### src/pwm_core_pkg.sv
// Purpose: shared constants and carriers for the current-mode pwm core
// Assumes: 200 MHz system clock, comparator levels sampled as digital words
// Notes: long counts are also module parameters so simulation can shorten them
package pwm_core_pkg;
  // ----------------------------------------
  // time base
  // ----------------------------------------
  localparam int unsigned CLK_HZ = 200_000_000;
  localparam int unsigned CLK_PER_US = CLK_HZ / 1_000_000;
  localparam int unsigned CLK_PER_MS = CLK_HZ / 1_000;
  localparam int unsigned OSC_HZ = 100_000;
  localparam int unsigned OSC_CYC = CLK_HZ / OSC_HZ;
  localparam int unsigned JIT_PCT = 4;
  localparam int unsigned JIT_DEV = OSC_CYC * JIT_PCT / 100;
  localparam int unsigned JIT_PERIOD_MS = 4;
  localparam int unsigned JIT_PERIOD_CYC = JIT_PERIOD_MS * CLK_PER_MS;
  // triangle sweep: four deviations' worth of steps per jitter period
  localparam int unsigned JIT_STEP_CYC = JIT_PERIOD_CYC / (4 * JIT_DEV);
  localparam int unsigned DUTY_NUM = 3;
  localparam int unsigned DUTY_DEN = 4;
  localparam int unsigned SS_STEPS = 32;
  localparam int unsigned SS_STEP_US = 300;
  localparam int unsigned SS_STEP_CYC = SS_STEP_US * CLK_PER_US;
  localparam int unsigned SS_TOTAL_MS = 10;
  localparam int unsigned SS_TOTAL_CYC = SS_TOTAL_MS * CLK_PER_MS;
  localparam int unsigned BLANK_MS = 20;
  localparam int unsigned BLANK_CYC = BLANK_MS * CLK_PER_MS;
  localparam int unsigned LEB_NORM_NS = 220;
  localparam int unsigned LEB_BURST_NS = 180;
  localparam int unsigned LEB_NORM_CYC = LEB_NORM_NS * CLK_PER_US / 1000;
  localparam int unsigned LEB_BURST_CYC = LEB_BURST_NS * CLK_PER_US / 1000;
  // ----------------------------------------
  // widths and levels
  // ----------------------------------------
  localparam int unsigned PH_W = 12;
  localparam int unsigned CS_W = 10;
  localparam int unsigned AMP_W = 13;
  localparam int unsigned LEB_W = 6;
  localparam int unsigned STEP_W = 5;
  localparam int unsigned PRE_W = 16;
  localparam int unsigned TOT_W = 21;
  localparam int unsigned BLK_W = 22;
  localparam int unsigned JPRE_W = 12;
  localparam int unsigned CS_GAIN_NUM = 13;
  localparam int unsigned CS_GAIN_SHIFT = 2;
  localparam int unsigned RAMP_SHIFT = 1;
  localparam int unsigned SLOPE_SHIFT = 1;
  localparam logic [CS_W-1:0] CS_PEAK_THRESH = 10'h200;
  localparam logic [CS_W-1:0] CS_BURST_THRESH = 10'h0C0;
  localparam logic [AMP_W-1:0] SS_LEVEL_STEP = 13'h0100;
  localparam logic [STEP_W-1:0] SS_STEP_LAST = 5'(SS_STEPS - 1);
  // ----------------------------------------
  // carriers
  // ----------------------------------------
  typedef struct packed {
    logic [CS_W-1:0] cs;
    logic [CS_W-1:0] fb;
  } sense_t;
  typedef struct packed {
    logic above_on;
    logic above_off;
  } supply_t;
  typedef struct packed {
    logic fb_below_burst;
    logic burst_exit;
    logic overload;
    logic other_fault;
    logic extend_present;
    logic extend_done;
    logic restart_attempt;
  } ctrl_t;
  typedef enum logic [1:0] {
    ST_OFF = 2'b00,
    ST_SOFT = 2'b01,
    ST_RUN = 2'b10,
    ST_RESTART = 2'b11
  } mode_t;
endpackage

### src/current_mode_pwm_softstart.sv
// Purpose: fixed-frequency current-mode pwm core with soft start and blanking
// Assumes: inputs synchronous to clk_in; sense words already digitised
// Notes: burst level detection and extended blanking counting live elsewhere
`timescale 1ns/1ps
// Functional notes
// - soft start begins when supply passes on-threshold
// - limit level rises in 32 counter steps
// - one soft start step every 300 us
// - soft start ends 10 ms after switch-on
// - every restart attempt reruns full soft start
// - oscillator runs at nominal 100 kHz
// - after soft start, jitter +-4 percent, 4 ms
// - on-time never exceeds 0.75 of period
// - oscillator sets latch; four comparators clear it
// - cleared latch turns gate off at once
// - gate held low below supply off-threshold
// - peak current over threshold ends the pulse
// - sense ignored during blanking after turn-on
// - burst mode enables lower burst current limit
// - slope-dependent threshold for both limits
// - 20 ms persistence before burst or restart
// - overload restart blanking extendable by pin
// - falling below off-threshold resets soft start
// - burst counter held zero unless feedback low
module current_mode_pwm_softstart
  import pwm_core_pkg::*;
#(
  parameter int unsigned SS_STEP_CYC_P = SS_STEP_CYC,
  parameter int unsigned SS_TOTAL_CYC_P = SS_TOTAL_CYC,
  parameter int unsigned BLANK_CYC_P = BLANK_CYC
) (
  input wire logic clk_in,
  input wire logic reset_n_in,
  input wire supply_t supply_in,
  input wire sense_t sense_in,
  input wire ctrl_t ctrl_in,
  output logic gate_out,
  output logic soft_start_out,
  output logic burst_mode_out,
  output logic auto_restart_out
);
  // ----------------------------------------
  // helpers
  // ----------------------------------------
  // threshold pulled down by the current slope, floor at zero
  function automatic logic [CS_W-1:0] dyn_thresh(input logic [CS_W-1:0] base,
                                                 input logic [CS_W-1:0] slope);
    logic [CS_W:0] adj;
    adj = {1'b0, slope} << SLOPE_SHIFT;
    dyn_thresh = (adj >= {1'b0, base}) ? '0 : CS_W'({1'b0, base} - adj);
  endfunction

  // ----------------------------------------
  // state
  // ----------------------------------------
  mode_t state_r, state_nxt;
  logic [STEP_W-1:0] step_r, step_nxt;
  logic [PRE_W-1:0] ss_pre_r, ss_pre_nxt;
  logic [TOT_W-1:0] ss_tot_r, ss_tot_nxt;
  logic [PH_W-1:0] phase_r, phase_nxt;
  logic signed [7:0] jit_r, jit_nxt;
  logic jit_up_r, jit_up_nxt;
  logic [JPRE_W-1:0] jit_pre_r, jit_pre_nxt;
  logic [LEB_W-1:0] leb_r, leb_nxt;
  logic [CS_W-1:0] cs_prev_r, cs_prev_nxt;
  logic latch_r, latch_nxt;
  logic gate_r, gate_nxt;
  logic burst_r, burst_nxt;
  logic [BLK_W-1:0] burst_cnt_r, burst_cnt_nxt;
  logic [BLK_W-1:0] prot_cnt_r, prot_cnt_nxt;
  // mode flags registered from the next state so the outputs come straight from flops
  logic soft_r, soft_nxt;
  logic restart_r, restart_nxt;

  logic [PH_W-1:0] period, duty_lim;
  logic [CS_W-1:0] slope;
  logic [AMP_W-1:0] amp, ss_level;
  logic blanked, cyc_start, fb_trip, ss_trip, peak_trip, burst_trip, prot_fire;

  // ----------------------------------------
  // comparators and oscillator
  // ----------------------------------------
  always_comb begin
    period = PH_W'(int'(OSC_CYC) + int'(jit_r));
    duty_lim = PH_W'((int'(period) * DUTY_NUM) / DUTY_DEN);
    // >= so a period that shrinks under the running phase still wraps
    cyc_start = (phase_r >= period - PH_W'(1));
    slope = (sense_in.cs > cs_prev_r) ? sense_in.cs - cs_prev_r : '0;
    blanked = (leb_r < (burst_r ? LEB_W'(LEB_BURST_CYC) : LEB_W'(LEB_NORM_CYC)));
    // one spare bit so a full-scale sense word cannot wrap the product
    amp = AMP_W'(({{(AMP_W + 1 - CS_W){1'b0}}, sense_in.cs} * {1'b0, AMP_W'(CS_GAIN_NUM)})
          >> CS_GAIN_SHIFT) + AMP_W'(phase_r >> RAMP_SHIFT);
    ss_level = AMP_W'(step_r * SS_LEVEL_STEP);
    fb_trip = !blanked && (amp >= AMP_W'(sense_in.fb));
    ss_trip = !blanked && (state_r == ST_SOFT) && (amp >= ss_level);
    peak_trip = !blanked && (sense_in.cs >= dyn_thresh(CS_PEAK_THRESH, slope));
    burst_trip = !blanked && burst_r &&
                 (sense_in.cs >= dyn_thresh(CS_BURST_THRESH, slope));
    prot_fire = (ctrl_in.overload || ctrl_in.other_fault) &&
                (prot_cnt_r == BLK_W'(BLANK_CYC_P)) &&
                (!(ctrl_in.overload && ctrl_in.extend_present && !ctrl_in.other_fault) ||
                 ctrl_in.extend_done);
  end

  // ----------------------------------------
  // next-state logic
  // ----------------------------------------
  always_comb begin
    state_nxt = state_r;
    step_nxt = step_r;
    ss_pre_nxt = ss_pre_r;
    ss_tot_nxt = ss_tot_r;
    phase_nxt = cyc_start ? '0 : phase_r + PH_W'(1);
    jit_nxt = jit_r;
    jit_up_nxt = jit_up_r;
    jit_pre_nxt = jit_pre_r;
    leb_nxt = (leb_r == '1) ? leb_r : leb_r + LEB_W'(1);
    cs_prev_nxt = sense_in.cs;
    burst_nxt = burst_r;
    burst_cnt_nxt = '0;
    prot_cnt_nxt = '0;
    latch_nxt = latch_r;
    case (state_r)
      ST_OFF: begin
        if (supply_in.above_on) begin
          state_nxt = ST_SOFT;
        end
      end
      ST_SOFT: begin
        ss_tot_nxt = ss_tot_r + TOT_W'(1);
        ss_pre_nxt = ss_pre_r + PRE_W'(1);
        if (ss_pre_r == PRE_W'(SS_STEP_CYC_P - 1)) begin
          ss_pre_nxt = '0;
          if (step_r != SS_STEP_LAST) begin
            step_nxt = step_r + STEP_W'(1);
          end
        end
        if (ss_tot_r == TOT_W'(SS_TOTAL_CYC_P - 1)) begin
          state_nxt = ST_RUN;
        end
      end
      ST_RUN: begin
        // jitter only sweeps in normal operation
        jit_pre_nxt = jit_pre_r + JPRE_W'(1);
        if (jit_pre_r == JPRE_W'(JIT_STEP_CYC - 1)) begin
          jit_pre_nxt = '0;
          jit_nxt = jit_up_r ? jit_r + 8'sh01 : jit_r - 8'sh01;
          if (jit_up_r && jit_r == 8'(JIT_DEV - 1)) begin
            jit_up_nxt = 1'b0;
          end else if (!jit_up_r && jit_r == -8'(JIT_DEV - 1)) begin
            jit_up_nxt = 1'b1;
          end
        end
        if (!burst_r && ctrl_in.fb_below_burst) begin
          burst_cnt_nxt = (burst_cnt_r == BLK_W'(BLANK_CYC_P)) ? burst_cnt_r
                          : burst_cnt_r + BLK_W'(1);
          if (burst_cnt_r == BLK_W'(BLANK_CYC_P - 1)) begin
            burst_nxt = 1'b1;
          end
        end
        if (burst_r && ctrl_in.burst_exit) begin
          burst_nxt = 1'b0;
        end
        if (ctrl_in.overload || ctrl_in.other_fault) begin
          prot_cnt_nxt = (prot_cnt_r == BLK_W'(BLANK_CYC_P)) ? prot_cnt_r
                         : prot_cnt_r + BLK_W'(1);
        end
        if (prot_fire) begin
          state_nxt = ST_RESTART;
          burst_nxt = 1'b0;
        end
      end
      ST_RESTART: begin
        if (ctrl_in.restart_attempt) begin
          state_nxt = ST_SOFT;
          step_nxt = '0;
          ss_pre_nxt = '0;
          ss_tot_nxt = '0;
        end
      end
      default: begin
        state_nxt = ST_OFF;
      end
    endcase
    if (state_r != ST_RUN) begin
      jit_nxt = '0;
      jit_up_nxt = 1'b1;
      jit_pre_nxt = '0;
    end
    // pwm latch: set by the oscillator, cleared by any comparator or the ceiling
    if (cyc_start && (state_r == ST_RUN || (state_r == ST_SOFT && step_r != '0))) begin
      latch_nxt = 1'b1;
      leb_nxt = '0;
    end else if (fb_trip || ss_trip || peak_trip || burst_trip) begin
      latch_nxt = 1'b0;
    end else if (phase_r >= duty_lim - PH_W'(1)) begin
      latch_nxt = 1'b0;
    end
    if (state_nxt == ST_OFF || state_nxt == ST_RESTART) begin
      latch_nxt = 1'b0;
    end
    if (!supply_in.above_off) begin
      state_nxt = ST_OFF;
      step_nxt = '0;
      ss_pre_nxt = '0;
      ss_tot_nxt = '0;
      burst_nxt = 1'b0;
      latch_nxt = 1'b0;
    end
    // gate follows the latch on the same edge, so a clear cuts it at once
    gate_nxt = latch_nxt;
    soft_nxt = (state_nxt == ST_SOFT);
    restart_nxt = (state_nxt == ST_RESTART);
  end

  always_ff @(posedge clk_in) begin
    if (!reset_n_in) begin
      state_r <= ST_OFF;
      step_r <= '0;
      ss_pre_r <= '0;
      ss_tot_r <= '0;
      phase_r <= '0;
      jit_r <= '0;
      jit_up_r <= 1'b1;
      jit_pre_r <= '0;
      leb_r <= '0;
      cs_prev_r <= '0;
      latch_r <= 1'b0;
      gate_r <= 1'b0;
      burst_r <= 1'b0;
      burst_cnt_r <= '0;
      prot_cnt_r <= '0;
      soft_r <= 1'b0;
      restart_r <= 1'b0;
    end else begin
      state_r <= state_nxt;
      step_r <= step_nxt;
      ss_pre_r <= ss_pre_nxt;
      ss_tot_r <= ss_tot_nxt;
      phase_r <= phase_nxt;
      jit_r <= jit_nxt;
      jit_up_r <= jit_up_nxt;
      jit_pre_r <= jit_pre_nxt;
      leb_r <= leb_nxt;
      cs_prev_r <= cs_prev_nxt;
      latch_r <= latch_nxt;
      gate_r <= gate_nxt;
      burst_r <= burst_nxt;
      burst_cnt_r <= burst_cnt_nxt;
      prot_cnt_r <= prot_cnt_nxt;
      soft_r <= soft_nxt;
      restart_r <= restart_nxt;
    end
  end

  assign gate_out = gate_r;
  assign soft_start_out = soft_r;
  assign burst_mode_out = burst_r;
  assign auto_restart_out = restart_r;

  // ----------------------------------------
  // checks
  // ----------------------------------------
  logic [PH_W-1:0] on_cnt_r;
  always_ff @(posedge clk_in) begin
    if (!reset_n_in) begin
      on_cnt_r <= '0;
    end else begin
      on_cnt_r <= gate_r ? on_cnt_r + PH_W'(1) : '0;
    end
  end
endmodule // current_mode_pwm_softstart

### config.mk
export PLATFORM = sky130hd
export DESIGN_NAME = current_mode_pwm_softstart
export DESIGN_NICKNAME = d
export VERILOG_FILES = /design/src/pwm_core_pkg.sv /design/src/current_mode_pwm_softstart.sv
export SDC_FILE = /design/constraint.sdc
export NUM_CORES = 1
export LEC_CHECK = 0
export BUFFER_PORTS_ARGS = -buffer_cell sky130_fd_sc_hd__buf_2
export CAP_MARGIN = 20
export CORE_MARGIN = 2
export CORE_UTILIZATION = 50
export DETAILED_ROUTE_END_ITERATION = 16
export GPL_ROUTABILITY_DRIVEN = 0
export PLACE_DENSITY = 0.78
export SYNTH_ARGS = -nofsm -noshare
export SYNTH_HDL_FRONTEND = slang
export SYNTH_SLANG_ARGS = --single-unit
### constraint.sdc
create_clock -name clk_in -period 7.5 [get_ports clk_in]
set_input_delay 0.75 -clock clk_in [delete_from_list [all_inputs] [get_ports clk_in]]
set_output_delay 0.75 -clock clk_in [all_outputs]
set_load 0.005 [all_outputs]
==> reports/qor.txt, run 1 <==
vias per cell -> 5.62
Mapped Area -> 0.0109 mm²
worst slew pin tran -> 0.893 ns
post-cts hold buffer count -> 0
via count -> 9388
TritonCTS Buffers -> 17
worst hold slack -> 0.476 ns
global-route wire length before repair -> 40400 µm
largest delay contributor family on the critical path -> compound AO/OA/AOI/OAI gates
Reg2Reg Setup Slack -> 2.06 ns
post-layout net count -> 1570
Reg clk slew, reported paths -> 0.07 ns
# IOs -> 35
# port buffers -> 34
Slowest cell on crit path -> fa_1
critical-path cell list -> buf_2 > ha_1 > fa_1 > ha_1 > a21o_1 > a21oi_1 > o21bai_1 > a21oi_1 > o21bai_1 > a21oi_1 > o21bai_1 > a21oi_1 > xnor2_1 > ha_1 > a21o_1 > a31oi_1 > xor2_1 > ha_1 > nand3_1 > or4_1 > or4_1 > o311ai_1 > or4_1 > a211oi_2
Layout area overhead -> 9.74%
ys async rst share -> 0
Hold/Removal Path Class -> register to register
end of the worst register-to-register path -> gate_out
RSZ-0062 raised after global routing -> no
Row Count -> 53
crit path DAT -> 6.02 ns
first-pass detailed-route iteration total -> 5
DIE WIDTH -> 152 µm
Tot GR Track Use -> 0.214
prevailing post-synth register cell -> dfxtp_1
largest net degree at the start of global routing -> 44
Worst Setup Start Kind -> primary input
syn_area_per_cell -> 8.08 µm²
PostCTS Resize Cnt -> 0
TritonCTS clock tree -> yes
core area -> 0.0212 mm²
Routed WL -> 23800 µm
Worst EP required -> 7.80 ns
share of cells above drive strength 1 -> 0.0740
Leakage Power -> 4.86 nW
DRC -> 0
Critical Path Sink Type -> register
Clock Sinks -> 141
Worst-Skew Late Latency -> 0.43 ns
reg2reg path depth -> 19
Clk pwr share -> 0.415
Starting DRT DRC Count -> 538
commonest non-fill, non-tap cells in the layout -> nor2_1, ha_1, dfxtp_1
fmax -> 0.175 GHz
Worst Path Buf+Inv -> 1
die area -> 0.0230 mm²
register area share after synthesis -> 0.259
Initial Util -> 0.513
P_int -> 1.47 mW
part of the power in combinational logic -> 0.229
Final period util -> 0.763
Cell variety after synth -> 78
commonest non-fill, non-tap cell in the layout -> nor2_1
initial antenna violation count -> 4
Placement Setup Slack -> 1.41 ns
final antenna-violating net count -> 0
CTS root buffer -> clkbuf_16
hold_sp -> ss_tot_r[6]
Layout Skew -> 0.0100 ns
vias in the first global route -> 8960
Largest stage delay, worst path -> 0.50 ns
Detail Placement HPWL -> 17900 µm
maximum root-to-sink buffer count -> 2
final worst path period need -> 5.72 ns
final setup fails -> 0
Yosys reg bits -> 141
Worst Path Max Fanout -> 6
Die Y -> 152 µm
worst r2r src -> jit_r[4]
PD cells -> 179 mW/mm²
critical path class -> primary input to register
Hold Path End -> ss_tot_r[6]
fill cell count -> 1896
H-tree levels -> 4
Post-Layout Inst Area -> 0.0119 mm²
Synth Instances -> 1347
setup bufs post-CTS -> 0
Post-DP Area -> 0.0113 mm²
drt wl/cell -> 14.2 µm
Max Cap Violations -> 0
Peak VDD IR -> 0.178 mV
setup TNS -> 0 ns
Net Sw Frac -> 0.312
worst rel slew slack -> 0.401
Pwr Total -> 2.14 mW
Yosys Warn Count -> 0
Post-synth EDFFs -> 0
status -> finished clean
final hold vios -> 0
Slew Limit Fails -> 0
sequential share of power -> 0.356
NetSw -> 668 µW
hold depth -> 1
gr ovfl total -> 0
setup ws final -> 1.78 ns
-- synthesized netlist by cell type (4+ instances only) --
cell type | instances | area share
nand4b_1 | 4 | 0.0032
nor4_1 | 9 | 0.0052
or4_1 | 4 | 0.0028
dfxtp_1 | 141 | 0.26
inv_1 | 95 | 0.033
o21ai_0 | 39 | 0.018
fa_1 | 11 | 0.020
o21bai_1 | 6 | 0.0041
and2_1 | 19 | 0.011
nor4b_1 | 5 | 0.0040
o21a_1 | 10 | 0.0069
clkbuf_1 | 21 | 0.0072
or2_2 | 7 | 0.0040
a211oi_1 | 14 | 0.0097
and4_1 | 4 | 0.0032
a311oi_1 | 8 | 0.0064
nor2_1 | 172 | 0.059
nand2b_1 | 16 | 0.0092
a31oi_1 | 9 | 0.0052
o21ai_1 | 8 | 0.0037
o211ai_1 | 7 | 0.0048
xor2_1 | 49 | 0.039
and3_1 | 29 | 0.017
nand2_1 | 106 | 0.037
mux2_2 | 6 | 0.0062
or3_1 | 16 | 0.0092
nand4_1 | 29 | 0.017
ha_1 | 150 | 0.17
a22oi_1 | 4 | 0.0028
o22ai_1 | 4 | 0.0023
a211o_1 | 6 | 0.0048
a21oi_1 | 87 | 0.040
xnor2_1 | 64 | 0.051
a21o_1 | 14 | 0.0097
mux2i_1 | 8 | 0.0074
nor2b_1 | 12 | 0.0069
nand3_1 | 64 | 0.029
nand3b_1 | 5 | 0.0034
nor3_1 | 26 | 0.012
-- per-layer routing --
| layer | GRT usage | wire length, µm |
|---|---|---|
| met4 | 0.0611 | 449 |
| met2 | 0.366 | 11000 |
| met1 | 0.272 | 11200 |
| met5 | 0 | 13 |
| met3 | 0.0479 | 1040 |
-- state kept, by name, indices dropped and copies added, names as in the netlist --
register          cells
auto_restart_out      1
burst_cnt_r          22
burst_mode_out        1
cs_prev_r            10
gate_out              1
jit_pre_r            12
jit_r                 8
jit_up_r              1
leb_r                 6
phase_r              12
prot_cnt_r           22
soft_start_out        1
ss_pre_r             16
ss_tot_r             21
state_r               2
step_r                5
-- power groups by stage --
stage	clock network, mW	logic [mW]	registers (mW)
after detailed placement	0	0.478	0.779
after global routing	0.931	0.552	0.763
after CTS	0.902	0.485	0.762
final	0.888	0.490	0.762
after floorplan	0	0.371	0.777
after global placement	0	0.465	0.779
-- per-stage QoR --
step                       util  cells
after floorplan               -   1348
after global placement    0.533   1633
after detailed placement  0.533   1633
after CTS                 0.562   1665
after global routing      0.563   1666
final                     0.563   1669
-- logic make-up after synthesis --
kind of cell / Yosys count / synth area share
AOI/OAI and AO/OA: 250 / 0.151
and+or+nand+nor: 543 / 0.246
xor gates and xnor gates: 114 / 0.0934
adders and majority gates: 161 / 0.193
other: 1 / 0.000344
muxes: 14 / 0.0136
buffers and inverters: 123 / 0.0438
DFF: 141 / 0.259
-- worst max-delay path by stage --
stage          cells after the start       end    startpoint  slack, ns
6_report                          24  gate_out  sense_in[11]       1.78
5_1_grt                           25  gate_out  sense_in[10]       1.38
4_1_cts                           24  gate_out  sense_in[11]       1.82
3_5_place_dp                      25  gate_out  sense_in[11]       1.41
3_3_place_gp                      25  gate_out  sense_in[11]       1.49
2_1_floorplan                     24  gate_out  sense_in[11]       1.95
-- cell type report --
type | count | area, µm² | area share
multi-input cells | 1084 | 7590 | 0.636
flip-flops and latches | 141 | 2820 | 0.236
clock buffers | 17 | 425 | 0.0356
inverters | 96 | 360 | 0.0302
well taps | 275 | 344 | 0.0288
repair buffers | 38 | 200 | 0.0168
clock inverters | 15 | 191 | 0.0160
diodes | 3 | 7.51 | 0.000628
No activity file was read; power rests on OpenSTA's default activity.
==> run 2, diff against run 1 <==
- ABC_AREA: not set -> 1
- PLACE_DENSITY: 0.78 -> 0.81
- clock period: 7.5 -> 4.78 ns (I/O delays scaled with it)
==> run 2 against run 1 <==
Clock skew rose by 0.0034 ns. Sequential share of layout area fell by 1.4 points. Cell area rose by 6.2%. Largest power group unchanged. Largest cell class unchanged. Clock power rose by 54%. Via count rose by 14%. Clock-buffer cell count did not move.
==> reports/qor.txt, run 2 <==
synth cell count leaders -> nand2_1, inv_1, ha_1, a21oi_1, dfxtp_1 (was nor2_1, ha_1, dfxtp_1, nand2_1, inv_1)
crit path DAT -> 4.77 ns (was 6.02 ns)
Placed Instances -> 1972 (was 1633)
DIE WIDTH -> 154 µm (was 152 µm)
# port buffers -> 34 (unchanged)
first-pass detailed-route iteration total -> 5 (unchanged)
Final period util -> 0.933
prevailing post-synth register cell -> dfxtp_1 (unchanged)
die area -> 0.0239 mm² (was 0.0230 mm²)
Yosys reg bits -> 141 (unchanged)
Reg clk slew, reported paths -> 0.07 ns (about the same)
Max Cap Violations -> 0 (unchanged)
main combinational cell family by area after synthesis -> simple AND/OR/NAND/NOR gates (unchanged)
Reg2Reg Setup Slack -> 0.67 ns (was 2.06 ns)
DRC -> 0 (unchanged)
Worst Path Buf+Inv -> 6 (was 1)
vias in the first global route -> 10141 (was 8960)
global-route wire length before repair -> 45100 µm (was 40400 µm)
maximum root-to-sink buffer count -> 2 (unchanged)
vias per cell -> 5.33 (was 5.62)
largest delay contributor family on the critical path -> adder cells (was compound AO/OA/AOI/OAI gates)
H-tree levels -> 4 (unchanged)
Worst Path Max Fanout -> 4 (was 6)
final worst path period need -> 4.46 ns
Compound-Gate Fraction of Synth Area -> 0.145 (was 0.151)
drt wl/cell -> 13.1 µm (was 14.2 µm)
Cell variety after synth -> 58 (was 78)
Top cell by count, worst path -> nand2_1
Worst Setup Start Kind -> primary input (unchanged)
Slew Limit Fails -> 0 (unchanged)
# IOs -> 35 (unchanged)
status -> finished clean (unchanged)
Synth Area in Simple Gates -> 0.274 (was 0.246)
Critical Path Sink Type -> register (unchanged)
Peak VDD IR -> 0.228 mV (was 0.178 mV)
final antenna-violating net count -> 0 (unchanged)
TritonCTS Buffers -> 17 (unchanged)
post-synthesis mux area share -> 0.000884 (was 0.0136)
initial antenna violation count -> 1 (was 4)
Row Count -> 55 (was 53)
final setup fails -> 0 (unchanged)
fraction of the mapped netlist area in adder cells -> 0.185 (was 0.193)
Synth Instances -> 1647 (was 1347)
Hold/Removal Path Class -> primary input to register (was register to register)
register area share after synthesis -> 0.249 (was 0.259)
share of cells above drive strength 1 -> 0.0971 (was 0.0740)
Worst-Skew Late Latency -> 0.43 ns (about the same)
Worst EP required -> 5.09 ns (was 7.80 ns)
Yosys Warn Count -> 0 (unchanged)
Detail Placement HPWL -> 20100 µm (was 17900 µm)
XOR/XNOR share of the synthesized area -> 0.0446 (was 0.0934)
core area -> 0.0224 mm² (was 0.0212 mm²)
commonest non-fill, non-tap cell in the layout -> nand2_1 (was nor2_1)
gr ovfl total -> 0 (unchanged)
# diodes -> 0 (was 3)
leading area contributor after synthesis -> dfxtp_1 (unchanged)
via count -> 10690 (was 9388)
Layout Skew -> 0.0135 ns (was 0.0100 ns)
PD cells -> 280 mW/mm² (was 179 mW/mm²)
largest net degree at the start of global routing -> 31 (was 44)
Clock Sinks -> 141 (unchanged)
Leakage Power -> 5.77 nW (was 4.86 nW)
Die Y -> 154 µm (was 152 µm)
Largest stage delay, worst path -> 0.53 ns (was 0.50 ns)
syn_area_per_cell -> 6.87 µm² (was 8.08 µm²)
Tot GR Track Use -> 0.223 (was 0.214)
commonest non-fill, non-tap cells in the layout -> nand2_1, inv_1, ha_1 (was nor2_1, ha_1, dfxtp_1)
Layout area overhead -> 12.0% (was 9.74%)
CTS root buffer -> clkbuf_16 (unchanged)
worst slew pin tran -> 0.927 ns (was 0.893 ns)
Starting DRT DRC Count -> 661 (was 538)
fmax -> 0.224 GHz
Slowest cell on crit path -> fa_1 (unchanged)
Routed WL -> 26300 µm (was 23800 µm)
Initial Util -> 0.505 (was 0.513)
ys async rst share -> 0 (unchanged)
Cell Count, Final, Fillers Out -> 2005 (was 1669)
final hold vios -> 0 (unchanged)
post-synth top area share -> 0.249 (was 0.259)
post-layout net count -> 1899 (was 1570)
Layout Utilization -> 0.565 (was 0.563)
top-count cell post-synth -> nand2_1 (was nor2_1)
Post-synth EDFFs -> 0 (unchanged)
Largest regs -> burst_cnt_r x22, prot_cnt_r x22, ss_tot_r x21 (unchanged)
critical path class -> primary input to register (unchanged)
worst rel slew slack -> 0.380 (was 0.401)
TritonCTS clock tree -> yes (unchanged)
Mapped Area -> 0.0113 mm² (was 0.0109 mm²)
Synth area leaders -> dfxtp_1, ha_1, nand2_1, inv_1, a21oi_1 (was dfxtp_1, ha_1, nor2_1, xnor2_1, a21oi_1)
run 2: cell count changes after synthesis, sizes merged, moves of 24 or more:
cell and delta:
nand3 +24, o21ai +28, nor2 -25, nand2 +234
and3 -28, xnor2 -46, inv +191, a21oi +55
run 2: area by class of cell:
type                    instances  area (µm²)
well taps                     285         357
repair buffers                 54         320
inverters                     288        1080
clock buffers                  17         425
flip-flops and latches        141        2820
clock inverters                15         171
multi-input cells            1205        7500
fillers                      2091        9750
run 2: per-stage QoR:
step	setup slack, ns	total power, mW	area, µm²	setup TNS, ns	hold slack (ns)
after CTS	0.290	3.49	12500	0	0.360
final	0.320	3.55	12700	0	0.366
after global placement	0.00811	2.08	11900	0	0.435
after floorplan	0.325	1.88	11300	0	0.418
after global routing	-0.0793	3.76	12700	-0.0793	0.386
after detailed placement	-0.152	2.12	11900	-0.152	0.451
run 2: worst paths after layout:
kind                            cells after the start         start      endpoint
worst max-delay path                               32  sense_in[14]      gate_out
worst min-delay path                                3  sense_in[19]  cs_prev_r[9]
worst max register to register                     22      jit_r[4]      gate_out
worst min register to register                      1  jit_pre_r[0]  jit_pre_r[0]
run 2: logic make-up (layout without fill, tap and decap cells):
logic type,after synthesis,in the layout
AOI/OAI and AO/OA,286,286
xor gates and xnor gates,55,55
adders and majority gates,161,161
buffers and inverters,302,374
DFF,141,141
muxes,1,1
other,1,2
and+or+nand+nor,700,700
run 2: timing repair:
item	4_1_cts	5_1_grt
endpoints found under the hold margin	0	0
hold buffers	0	0
resized for setup	0	29
setup buffers	0	1
endpoints found under the setup margin	0	1
run 2: routing by layer:
layer,global-route usage,share of wire,up-vias
met2,0.392,0.48,208
met4,0.0600,0.014,2
met5,0,0.00049,-
li1,-,-,5560
met1,0.284,0.47,4888
met3,0.0361,0.036,32
run 2: power breakdown:
part,internal (mW),switching [mW]
logic,0.397,0.586
clock network,0.751,0.620
registers,1.19,0.00835
total,2.33,1.21
run 2: tightest hold or removal path, delay by kind of cell:
| kind | cells | cell delay (ns) |
|---|---|---|
| buffers and inverters | 2 | 0.19 |
| and+or+nand+nor | 1 | 0.08 |
